## src/verilog/cssr_pkg.sv

```systemverilog
// Constants and types for the channel sequence stack register bank.
`default_nettype none

package cssr_pkg;

	// ------------------------------------------------------------------
	// Widths and stack geometry
	// ------------------------------------------------------------------
	localparam int unsigned DATA_W      = 16;
	localparam int unsigned ADDR_W      = 6;
	localparam int unsigned PTR_W       = 5;
	localparam int unsigned STACK_DEPTH = 32;
	localparam int unsigned BANK_N      = 4;
	localparam int unsigned ENTRY_W     = 9;
	localparam int unsigned CHAN_W      = 4;

	// Stack index of the first entry held in this bank.
	localparam logic [PTR_W-1:0] BANK_FIRST = 5'h06;
	localparam logic [PTR_W-1:0] BANK_LAST  = 5'h09;

	// ------------------------------------------------------------------
	// Register offsets
	// ------------------------------------------------------------------
	localparam logic [ADDR_W-1:0] OFF_STEP_SIX   = 6'h26;
	localparam logic [ADDR_W-1:0] OFF_STEP_SEVEN = 6'h27;
	localparam logic [ADDR_W-1:0] OFF_STEP_EIGHT = 6'h28;
	localparam logic [ADDR_W-1:0] OFF_STEP_NINE  = 6'h29;
	localparam logic [ADDR_W-1:0] OFF_STATUS     = 6'h30;

	// ------------------------------------------------------------------
	// Field positions of a stack word
	// ------------------------------------------------------------------
	localparam int unsigned DIR_BIT   = 15;
	localparam int unsigned TADDR_HI  = 14;
	localparam int unsigned TADDR_LO  = 9;
	localparam int unsigned RET_BIT   = 8;
	localparam int unsigned CHB_HI    = 7;
	localparam int unsigned CHB_LO    = 4;
	localparam int unsigned CHA_HI    = 3;
	localparam int unsigned CHA_LO    = 0;
	localparam logic        DIR_READ  = 1'b0;
	localparam logic        DIR_WRITE = 1'b1;

	// ------------------------------------------------------------------
	// Reset values
	// ------------------------------------------------------------------
	localparam logic [DATA_W-1:0] RST_STEP_SIX   = 16'h4c66;
	localparam logic [DATA_W-1:0] RST_STEP_SEVEN = 16'h4f77;
	localparam logic [DATA_W-1:0] RST_STEP_EIGHT = 16'h5000;
	localparam logic [DATA_W-1:0] RST_STEP_NINE  = 16'h5200;
	localparam logic [DATA_W-1:0] RST_VALS [BANK_N] = '{
		RST_STEP_SIX, RST_STEP_SEVEN, RST_STEP_EIGHT, RST_STEP_NINE
	};

	// Stored part of a stack entry: return flag and both channel selects.
	typedef logic [ENTRY_W-1:0] cssr_entry_t;

endpackage : cssr_pkg

`default_nettype wire

```

## src/verilog/cssr_step_if.sv

```systemverilog
// Interface between the register bank and its stack pointer.
`default_nettype none

interface cssr_step_if;
	import cssr_pkg::*;

	logic             conv_done;
	logic             return_flag;
	logic [PTR_W-1:0] ptr;

	modport ptr_end (input conv_done, input return_flag, output ptr);
	modport bank_end (output conv_done, output return_flag, input ptr);

endinterface : cssr_step_if

`default_nettype wire

```

## src/verilog/cssr_step_ptr.sv

```systemverilog
// Sequencer stack pointer that steps or wraps as conversions finish.
`default_nettype none

module cssr_step_ptr #(
	parameter int unsigned DEPTH = cssr_pkg::STACK_DEPTH
) (
	input  wire logic      clock_i,
	input  wire logic      reset_i,
	cssr_step_if.ptr_end   step
);
	import cssr_pkg::*;

	logic [PTR_W-1:0] ptr_r;
	logic [PTR_W-1:0] ptr_nxt;

	// ------------------------------------------------------------------
	// Next pointer
	// ------------------------------------------------------------------
	// The last stack slot wraps even with a clear flag, so the pointer
	// can never run past the stack.
	always_comb begin
		ptr_nxt = ptr_r;
		if (step.conv_done) begin
			if (step.return_flag || ptr_r == PTR_W'(DEPTH - 1)) begin
				ptr_nxt = '0;
			end else begin
				ptr_nxt = ptr_r + 5'h01;
			end
		end
	end

	// Pointer register, starting at the first entry.
	always_ff @(posedge clock_i) begin
		if (reset_i) begin
			ptr_r <= '0;
		end else begin
			ptr_r <= ptr_nxt;
		end
	end

	assign step.ptr = ptr_r;
endmodule : cssr_step_ptr

`default_nettype wire

```

## src/verilog/cssr_regs.sv

```systemverilog
// Register bank for sequencer stack steps six to nine, with the step pointer.
`default_nettype none

// Function
// - Bit 15 of a stack word picks the direction: 0 asks to read the register, 1 to write it.
// - Bits 14-9 must hold the register's own address to reach it, and read back as that address.
// - With the return flag (bit 8) of the current entry clear, the pointer steps on after a conversion, except from the last stack slot, which wraps to the first.
// - With the return flag of the current entry set, the pointer goes back to the first entry.
// - Bits 7-4 of the current entry choose the channel sampled by converter B.
// - Bits 3-0 of the current entry choose the channel sampled by converter A.
// - Step seven resets to 0x4f77, return flag set and both channel selects 7.
// - Steps eight and nine reset to 0x5000 and 0x5200, flag clear and channels zero.
module cssr_regs (
	input  wire logic                          clock_i,
	input  wire logic                          reset_i,
	input  wire logic [cssr_pkg::ADDR_W-1:0]   reg_addr_i,
	input  wire logic [cssr_pkg::DATA_W-1:0]   reg_wdata_i,
	input  wire logic                          reg_write_i,
	input  wire logic                          reg_read_i,
	output logic      [cssr_pkg::DATA_W-1:0]   reg_rdata_o,
	input  wire logic                          conversion_done_i,
	input  wire logic                          other_return_flag_i,
	input  wire logic [cssr_pkg::CHAN_W-1:0]   other_chan_a_i,
	input  wire logic [cssr_pkg::CHAN_W-1:0]   other_chan_b_i,
	output logic      [cssr_pkg::PTR_W-1:0]    stack_pointer_o,
	output logic      [cssr_pkg::CHAN_W-1:0]   converter_a_channel_select_o,
	output logic      [cssr_pkg::CHAN_W-1:0]   converter_b_channel_select_o,
	output logic                               address_mismatch_o
);
	import cssr_pkg::*;

	// ------------------------------------------------------------------
	// Declarations
	// ------------------------------------------------------------------
	cssr_entry_t         entry_r [BANK_N];
	logic [DATA_W-1:0]   rdata_r;
	logic [CHAN_W-1:0]   chan_a_r;
	logic [CHAN_W-1:0]   chan_b_r;
	logic                mismatch_r;
	logic                bank_hit;
	logic [1:0]          bank_sel;
	logic                field_ok;
	logic                wr_cmd;
	logic                rd_frame;
	logic                rd_any;
	logic                bad_frame;
	logic                ptr_in_bank;
	logic [1:0]          ptr_sel;
	cssr_entry_t         cur_entry;
	logic [PTR_W-1:0]    ptr;

	cssr_step_if step ();

	// ------------------------------------------------------------------
	// Address decode
	// ------------------------------------------------------------------
	// A stack word only lands when the address field inside it names the
	// addressed register; this guards against a host writing a word that
	// was built for another step.
	assign bank_hit  = reg_addr_i >= OFF_STEP_SIX && reg_addr_i <= OFF_STEP_NINE;
	assign bank_sel  = 2'(reg_addr_i - OFF_STEP_SIX);
	assign field_ok  = reg_wdata_i[TADDR_HI:TADDR_LO] == reg_addr_i;
	assign wr_cmd    = reg_write_i && bank_hit && field_ok
		&& reg_wdata_i[DIR_BIT] == DIR_WRITE;
	assign rd_frame  = reg_write_i && bank_hit && field_ok
		&& reg_wdata_i[DIR_BIT] == DIR_READ;
	assign rd_any    = reg_read_i || rd_frame;
	assign bad_frame = reg_write_i && bank_hit && !field_ok;

	// ------------------------------------------------------------------
	// Stack entries
	// ------------------------------------------------------------------
	// Only the flag and channel fields are stored; the direction bit and
	// the address field are fixed and rebuilt on read.
	for (genvar g = 0; g < BANK_N; g++) begin : g_entry
		always_ff @(posedge clock_i) begin
			if (reset_i) begin
				entry_r[g] <= RST_VALS[g][ENTRY_W-1:0];
			end else if (wr_cmd && bank_sel == 2'(g)) begin
				entry_r[g] <= reg_wdata_i[ENTRY_W-1:0];
			end
		end
	end

	// ------------------------------------------------------------------
	// Read path
	// ------------------------------------------------------------------
	// Read data stand for one cycle only and are zero otherwise, so a
	// stale word never looks like a fresh answer. Unmapped reads give zero.
	always_ff @(posedge clock_i) begin
		if (reset_i) begin
			rdata_r <= '0;
		end else begin
			rdata_r <= '0;
			if (rd_any && bank_hit) begin
				rdata_r <= {DIR_READ, reg_addr_i, entry_r[bank_sel]};
			end else if (reg_read_i && reg_addr_i == OFF_STATUS) begin
				rdata_r <= {11'h000, ptr};
			end
		end
	end

	assign reg_rdata_o = rdata_r;

	// A frame whose address field disagrees is dropped and flagged.
	always_ff @(posedge clock_i) begin
		if (reset_i) begin
			mismatch_r <= 1'b0;
		end else begin
			mismatch_r <= bad_frame;
		end
	end

	assign address_mismatch_o = mismatch_r;

	// ------------------------------------------------------------------
	// Sequencer step
	// ------------------------------------------------------------------
	// Entries outside this bank come from the rest of the stack.
	assign ptr_in_bank = ptr >= BANK_FIRST && ptr <= BANK_LAST;
	assign ptr_sel     = 2'(ptr - BANK_FIRST);
	assign cur_entry   = ptr_in_bank ? entry_r[ptr_sel]
		: {other_return_flag_i, other_chan_b_i, other_chan_a_i};

	assign step.conv_done   = conversion_done_i;
	assign step.return_flag = cur_entry[RET_BIT];

	cssr_step_ptr #(
		.DEPTH (STACK_DEPTH)
	) u_step_ptr (
		.clock_i (clock_i),
		.reset_i (reset_i),
		.step    (step.ptr_end)
	);

	assign ptr             = step.ptr;
	assign stack_pointer_o = ptr;

	// Channel selects are registered so the converters see clean levels;
	// they lag the pointer by one cycle.
	always_ff @(posedge clock_i) begin
		if (reset_i) begin
			chan_a_r <= '0;
			chan_b_r <= '0;
		end else begin
			chan_a_r <= cur_entry[CHA_HI:CHA_LO];
			chan_b_r <= cur_entry[CHB_HI:CHB_LO];
		end
	end

	assign converter_a_channel_select_o = chan_a_r;
	assign converter_b_channel_select_o = chan_b_r;
endmodule : cssr_regs

`default_nettype wire

```

## config.mk

```make
export PLATFORM = sky130hd
export DESIGN_NAME = cssr_regs
export DESIGN_NICKNAME = d
export VERILOG_FILES = /design/src/verilog/cssr_pkg.sv /design/src/verilog/cssr_step_if.sv /design/src/verilog/cssr_step_ptr.sv /design/src/verilog/cssr_regs.sv
export SDC_FILE = /design/constraint.sdc
export NUM_CORES = 1
export LEC_CHECK = 0
export ABC_AREA = 1
export BUFFER_PORTS_ARGS = -buffer_cell sky130_fd_sc_hd__buf_2
export CORE_UTILIZATION = 25
export DETAILED_ROUTE_END_ITERATION = 10
export GPL_ROUTABILITY_DRIVEN = 0
export REMOVE_ABC_BUFFERS = 1
export SYNTH_ARGS = -nofsm -noshare
export SYNTH_HDL_FRONTEND = slang
export SYNTH_HIERARCHICAL = 1
export SYNTH_SLANG_ARGS = --single-unit
```

## constraint.sdc

```tcl
create_clock -name clock_i -period 1.8 [get_ports clock_i]
set_input_delay 0.09 -clock clock_i [delete_from_list [all_inputs] [get_ports clock_i]]
set_output_delay 0.09 -clock clock_i [all_outputs]
set_load 0.05 [all_outputs]
```

* Yosys cells after proc, flatten, opt, wreduce, memory -nomap -nowiden
Memories as Yosys holds them, arrays and structs flattened. Cells that the tools add are included.
Cells by class: add/subtract/negate cells 3, order comparisons 4, eq/ne operators 6, mux-type cells 22, bitwise operators 5, reduce and logical (&&, ||, !) cells 18
Operator list (number):
- 9-bit two-way mux | 5
- 15-bit two-way mux | 1
- 1-bit two-way mux | 14
- 1-bit logical AND | 13
- 5-bit two-way mux | 2
- 6-bit equality test | 1
- 6-bit equality test, second input constant | 1
- 6-bit greater-or-equal comparator, second input constant | 1
- 6-bit less-or-equal comparator, second input constant | 1
- 5-bit by 1-bit adder with 5-bit output, second input constant | 1
- 5-bit equality test, second input constant | 1
- 5-bit by 3-bit greater-or-equal comparator with 1-bit output, second input constant | 1
- 5-bit by 4-bit less-or-equal comparator with 1-bit output, second input constant | 1
- 2-bit equality test, second input constant | 2
- 1-bit OR | 4
- 2-bit subtractor, second input constant | 2
- 2-bit by 1-bit equality test with 1-bit output, second input constant | 1
- 2-bit logical NOT | 1
- 1-bit logical OR | 2
- 2-bit OR reduction | 1
- 1-bit logical NOT | 1
- 1-bit inverter | 1
Storage, ports and cells: bits in registers 30, RAM bits 36, input port bits 36, logic and storage cells 65, memories kept 1
Memories:
- entry_r | words 4, width 9, rd ports 2, clocked after Yosys merged registers in 0, wr ports 4, RTL line cssr_regs.sv:35 | cssr_entry_t entry_r [BANK_N];

* Logic depth before layout (Yosys ltp)
word-level depth 10, depth in mapped cells 12, depth with buffers taken out 12

* Modules after synthesis
The synthesis kept the hierarchy.
Modules (own cells, without submodules):
- cssr_regs | times used 1, cells each 340, area an instance 2822.7 um^2, seq. area each 1561.5 um^2
- cssr_step_ptr | times used 1, cells each 32, area an instance 237.7 um^2, seq. area each 100.1 um^2

* Worst setup path before layout
OpenSTA, ideal clock, no wires.
path kind register -> register, from reg u_step_ptr.ptr_r[2], in the netlist u_step_ptr/step.ptr[2], to reg u_step_ptr.ptr_r[0], in the netlist u_step_ptr/step.ptr[0], library setup time 0.070 ns, data arrival time 1.978 ns, required time 1.730 ns, path slack -0.248 ns, stages on the path, launching flop included 9, period minus slack after synthesis 2.048 ns, path through dfxtp_1 a21oi_1 nor3_2 clkinv_1 nand2_1 nand2_1 nor2_1 o21bai_1 a21oi_1
On the way: longest elaborated chain between the ends 5
Ends and longest elaborated chain:
- from (decl) | RTL line cssr_step_ptr.sv:13 | logic [PTR_W-1:0] ptr_r;
- from (signal assigned) | RTL line cssr_step_ptr.sv:37 | ptr_r <= ptr_nxt;
- 5-bit by 3-bit greater-or-equal comparator with 1-bit output / 5-bit by 4-bit less-or-equal comparator with 1-bit output (equally long branches) | RTL line cssr_regs.sv:120 | assign ptr_in_bank = ptr >= BANK_FIRST && ptr <= BANK_LAST;
- 1-bit logical AND (*) | RTL line cssr_regs.sv:120
- 9-bit two-way mux (*) | RTL line cssr_regs.sv:122 | assign cur_entry = ptr_in_bank ? entry_r[ptr_sel]
- net cur_entry[8] | RTL line cssr_regs.sv:49 | cssr_entry_t cur_entry;
- 1-bit logical OR (*) | RTL line cssr_step_ptr.sv:24 | if (step.return_flag || ptr_r == PTR_W'(DEPTH - 1)) begin
- 5-bit two-way mux (*) | RTL line cssr_step_ptr.sv:24
The timed path passes the listed nets; every way through them passes the cells marked *. A chain may end at the register's enable or synchronous reset.

* Worst setup path after layout
from reg u_step_ptr.ptr_r[2], in the netlist u_step_ptr/step.ptr[2], to reg u_step_ptr.ptr_r[3], in the netlist u_step_ptr/step.ptr[3]
Same word-level chain as after synthesis.

==> flow_summary.ini <==
[outcome]
status = finished clean

[global_route]
antenna_found_initial = 0
grt_pass1_vias = 2784
grt.overflow.total = 0
grt_max_degree = 17
grt_pass1_wl_um = 13900
gr-usage-all-layers = 0.145

[placed_design]
placed_area_sq_um = 3670
hpwl_um = 6520
place_inst = 592
port_buffers = 64

[clock_network]
worstSkewPairLatency_ps = 330
cts_tree = yes
clk_pin_slew_ps = 50
clock_sinks = 65
clk_path_buf_depth = 2
root_buffer = clkbuf_16
htree_levels = 3
tritoncts.num_buffers = 9

[setup_path]
cp_data_arrival_time_ps = 1830
reg2reg_to = u_step_ptr/step.ptr[3]
cp_data_required_time_ps = 2020
critical_path_class = flop to flop
r2r_cells = 9
cpPeakStageDelay_ps = 360
critPathTopFamily = simple AND/OR/NAND/NOR gates
r2r-start = u_step_ptr/step.ptr[2]
critPathCaptureType = flop
crit_buf_inv = 2
cp_cell_sequence = inv_1 > a21oi_1 > nor3_2 > buf_4 > nand2_1 > nand2_1 > nor2_1 > o21bai_1 > nor2_1
cp_slowest_cell = dfxtp_1
cp_max_fo = 6
critPathLaunchType = flop
reg2reg_slack_ps = 190

[cells_and_area]
final_cell_area_sq_um = 4010
seqCellArea_sq_um = 1660
final_cell_count_no_fill = 613
nNetsFinal = 499
synthToLayoutAreaGrowth_pct = 30.9
final_cell_mix = nand2_1 (64), buf_2 (64), nor2_1 (63), inv_1 (51), edfxtp_1 (36)
fill_cells = 1269
antenna_cells = 0
drive_gt1_frac = 0.245
multiInputGateArea_sq_um = 1140

[detailed_routing]
via_per_inst = 4.65
routed-wl-met2_um = 4060
m1WireLength_um = 3840
drc = 0
first_pass_iters = 5
wl_met3_um = 637
drtIter0Drc = 215
routedWlPerCell_um = 14.3
routed_wl_um = 8740
top_layer = met4
antenna_left = 0
vias = 2849

[hold_path]
hold_path_class = input pin to flop
min_path_cells = 3
whs_endpoint = converter_a_channel_select_o[2]
min_from = other_chan_a_i[2]

[sta]
whs_ps = 11.7
drv_slew = 0
min_period_over_period = 0.897
tns_ps = 0
post-route-min-period_ps = 1610
fmax_ghz = 0.619
finalHoldViolations = 0
rsz0062_at_grt = false
fin_skew_ps = 7.59
finalSetupViolations = 0

[synth]
synth.cell_area_sq_um = 3060
yosys_warnings = 6
ys_ff_latch = 65
synth_cell_types = 31
netlist_instances = 372
syn-mean-instance-area_sq_um = 8.23
ys_seq_area_frac = 0.543

[floorplan]
die_area_sq_um = 12700
chipWidth_um = 113
initial_core_util = 0.256
rows = 40
io_pins = 66
fp.dieH_um = 113
fp.coreArea_sq_um = 12000

[run]
drv_cap = 0

[pwr]
p_total_mw = 3.81
powerDensity_nw_per_um2 = 950
worst_ir_drop_vdd_mv = 0.384
p_leak_nw = 1.83
==> cell type report <==
class                      count  share of cell area
clock buffer                  13              0.0625
inverter                      59              0.0553
multi-input combinational    240               0.285
sequential                    65               0.415
timing repair buffer          86               0.126
tap                          147              0.0459
clock inverter                 3              0.0106
==> cell usage after synthesis <==
cell / instances / area [sq um]
clkbuf_1: 7 / 26.3
nand2_2: 2 / 12.5
conb_1: 1 / 3.75
inv_2: 7 / 26.3
xor2_1: 1 / 8.76
nand2_1: 64 / 240
buf_2: 1 / 5.00
nor4_1: 1 / 6.26
clkinv_1: 1 / 3.75
nor2_4: 3 / 33.8
o22ai_1: 7 / 43.8
nand3_1: 12 / 60.1
a21oi_1: 33 / 165
nor3_2: 1 / 10.0
ha_1: 2 / 25.0
a211oi_1: 5 / 37.5
o21ai_1: 7 / 35.0
inv_1: 51 / 191
a221oi_1: 4 / 35.0
nor3_1: 1 / 5.00
or2_0: 1 / 6.26
dfxtp_1: 29 / 581
o21bai_1: 1 / 7.51
edfxtp_1: 36 / 1080
o21ai_0: 25 / 125
or2_1: 1 / 6.26
xnor2_1: 1 / 8.76
nor2_2: 1 / 6.26
buf_4: 1 / 7.51
nand3_2: 2 / 20.0
nor2_1: 63 / 236
==> per-stage QoR <==
step	setup slack [ps]	util
after floorplan	-323	-
after global placement	111	0.307
after detailed placement	30.1	0.307
after CTS	145	0.333
after global routing	12.5	0.335
final	185	0.335
==> logic make-up (layout without fill, tap and decap cells) <==
kind of cell    count (synthesis)  count (layout)  share of synthesized area
compound gates                 82              82                      0.147
xor+xnor                        2               2                    0.00572
fa+ha+maj                       2               2                    0.00818
buf+inv                        68             161                     0.0850
flops                          65              65                      0.543
other cells                     1               2                    0.00123
simple gates                  152             152                      0.210
==> routing by layer <==
layer,vias to the layer above,GRT usage
met5,-,0
met2,129,0.236
met3,18,0.0373
met4,0,0.0747
met1,1306,0.176
li1,1396,-
==> report_power, final <==
part	leakage, nW	internal [mW]	switching [mW]	total (mW)
Combinational	1.11	0.133	0.285	0.418
Clock	0.140	1.11	0.629	1.74
Sequential	0.585	1.63	0.0257	1.65
Total	1.83	2.87	0.940	3.81
==> how the worst max path moves through the flow <==
stage                            from                     end  slack [ps]  depth (start not counted)
6_report       u_step_ptr/step.ptr[2]  u_step_ptr/step.ptr[3]         190                          9
5_1_grt        u_step_ptr/step.ptr[2]  u_step_ptr/step.ptr[0]          10                          9
4_1_cts        u_step_ptr/step.ptr[2]  u_step_ptr/step.ptr[0]         150                          8
3_5_place_dp            reg_addr_i[0]           entry_r[1][4]          30                         11
3_3_place_gp            reg_addr_i[1]           entry_r[0][4]         110                         11
2_1_floorplan  u_step_ptr/step.ptr[0]  u_step_ptr/step.ptr[2]        -320                          7
==> registers in the layout, summed over array words and instances (netlist names) <==
register / cells
entry_r: 36
converter_b_channel_select_o: 4
reg_rdata_o: 15
converter_a_channel_select_o: 4
u_step_ptr/step.ptr: 5
address_mismatch_o: 1
==> worst min-delay path, cell delays in order <==
cell and delay, ps:
buf_2 90, nand2_1 50, a21oi_1 50
==> repair_timing <==
item,4_1_cts,5_1_grt
hold buffers,2,0
endpoints found under the setup margin,0,5
resized for setup,0,1
setup buffers,0,3
hold endpoints to repair,2,0
No activity file was read; power rests on OpenSTA's default activity.
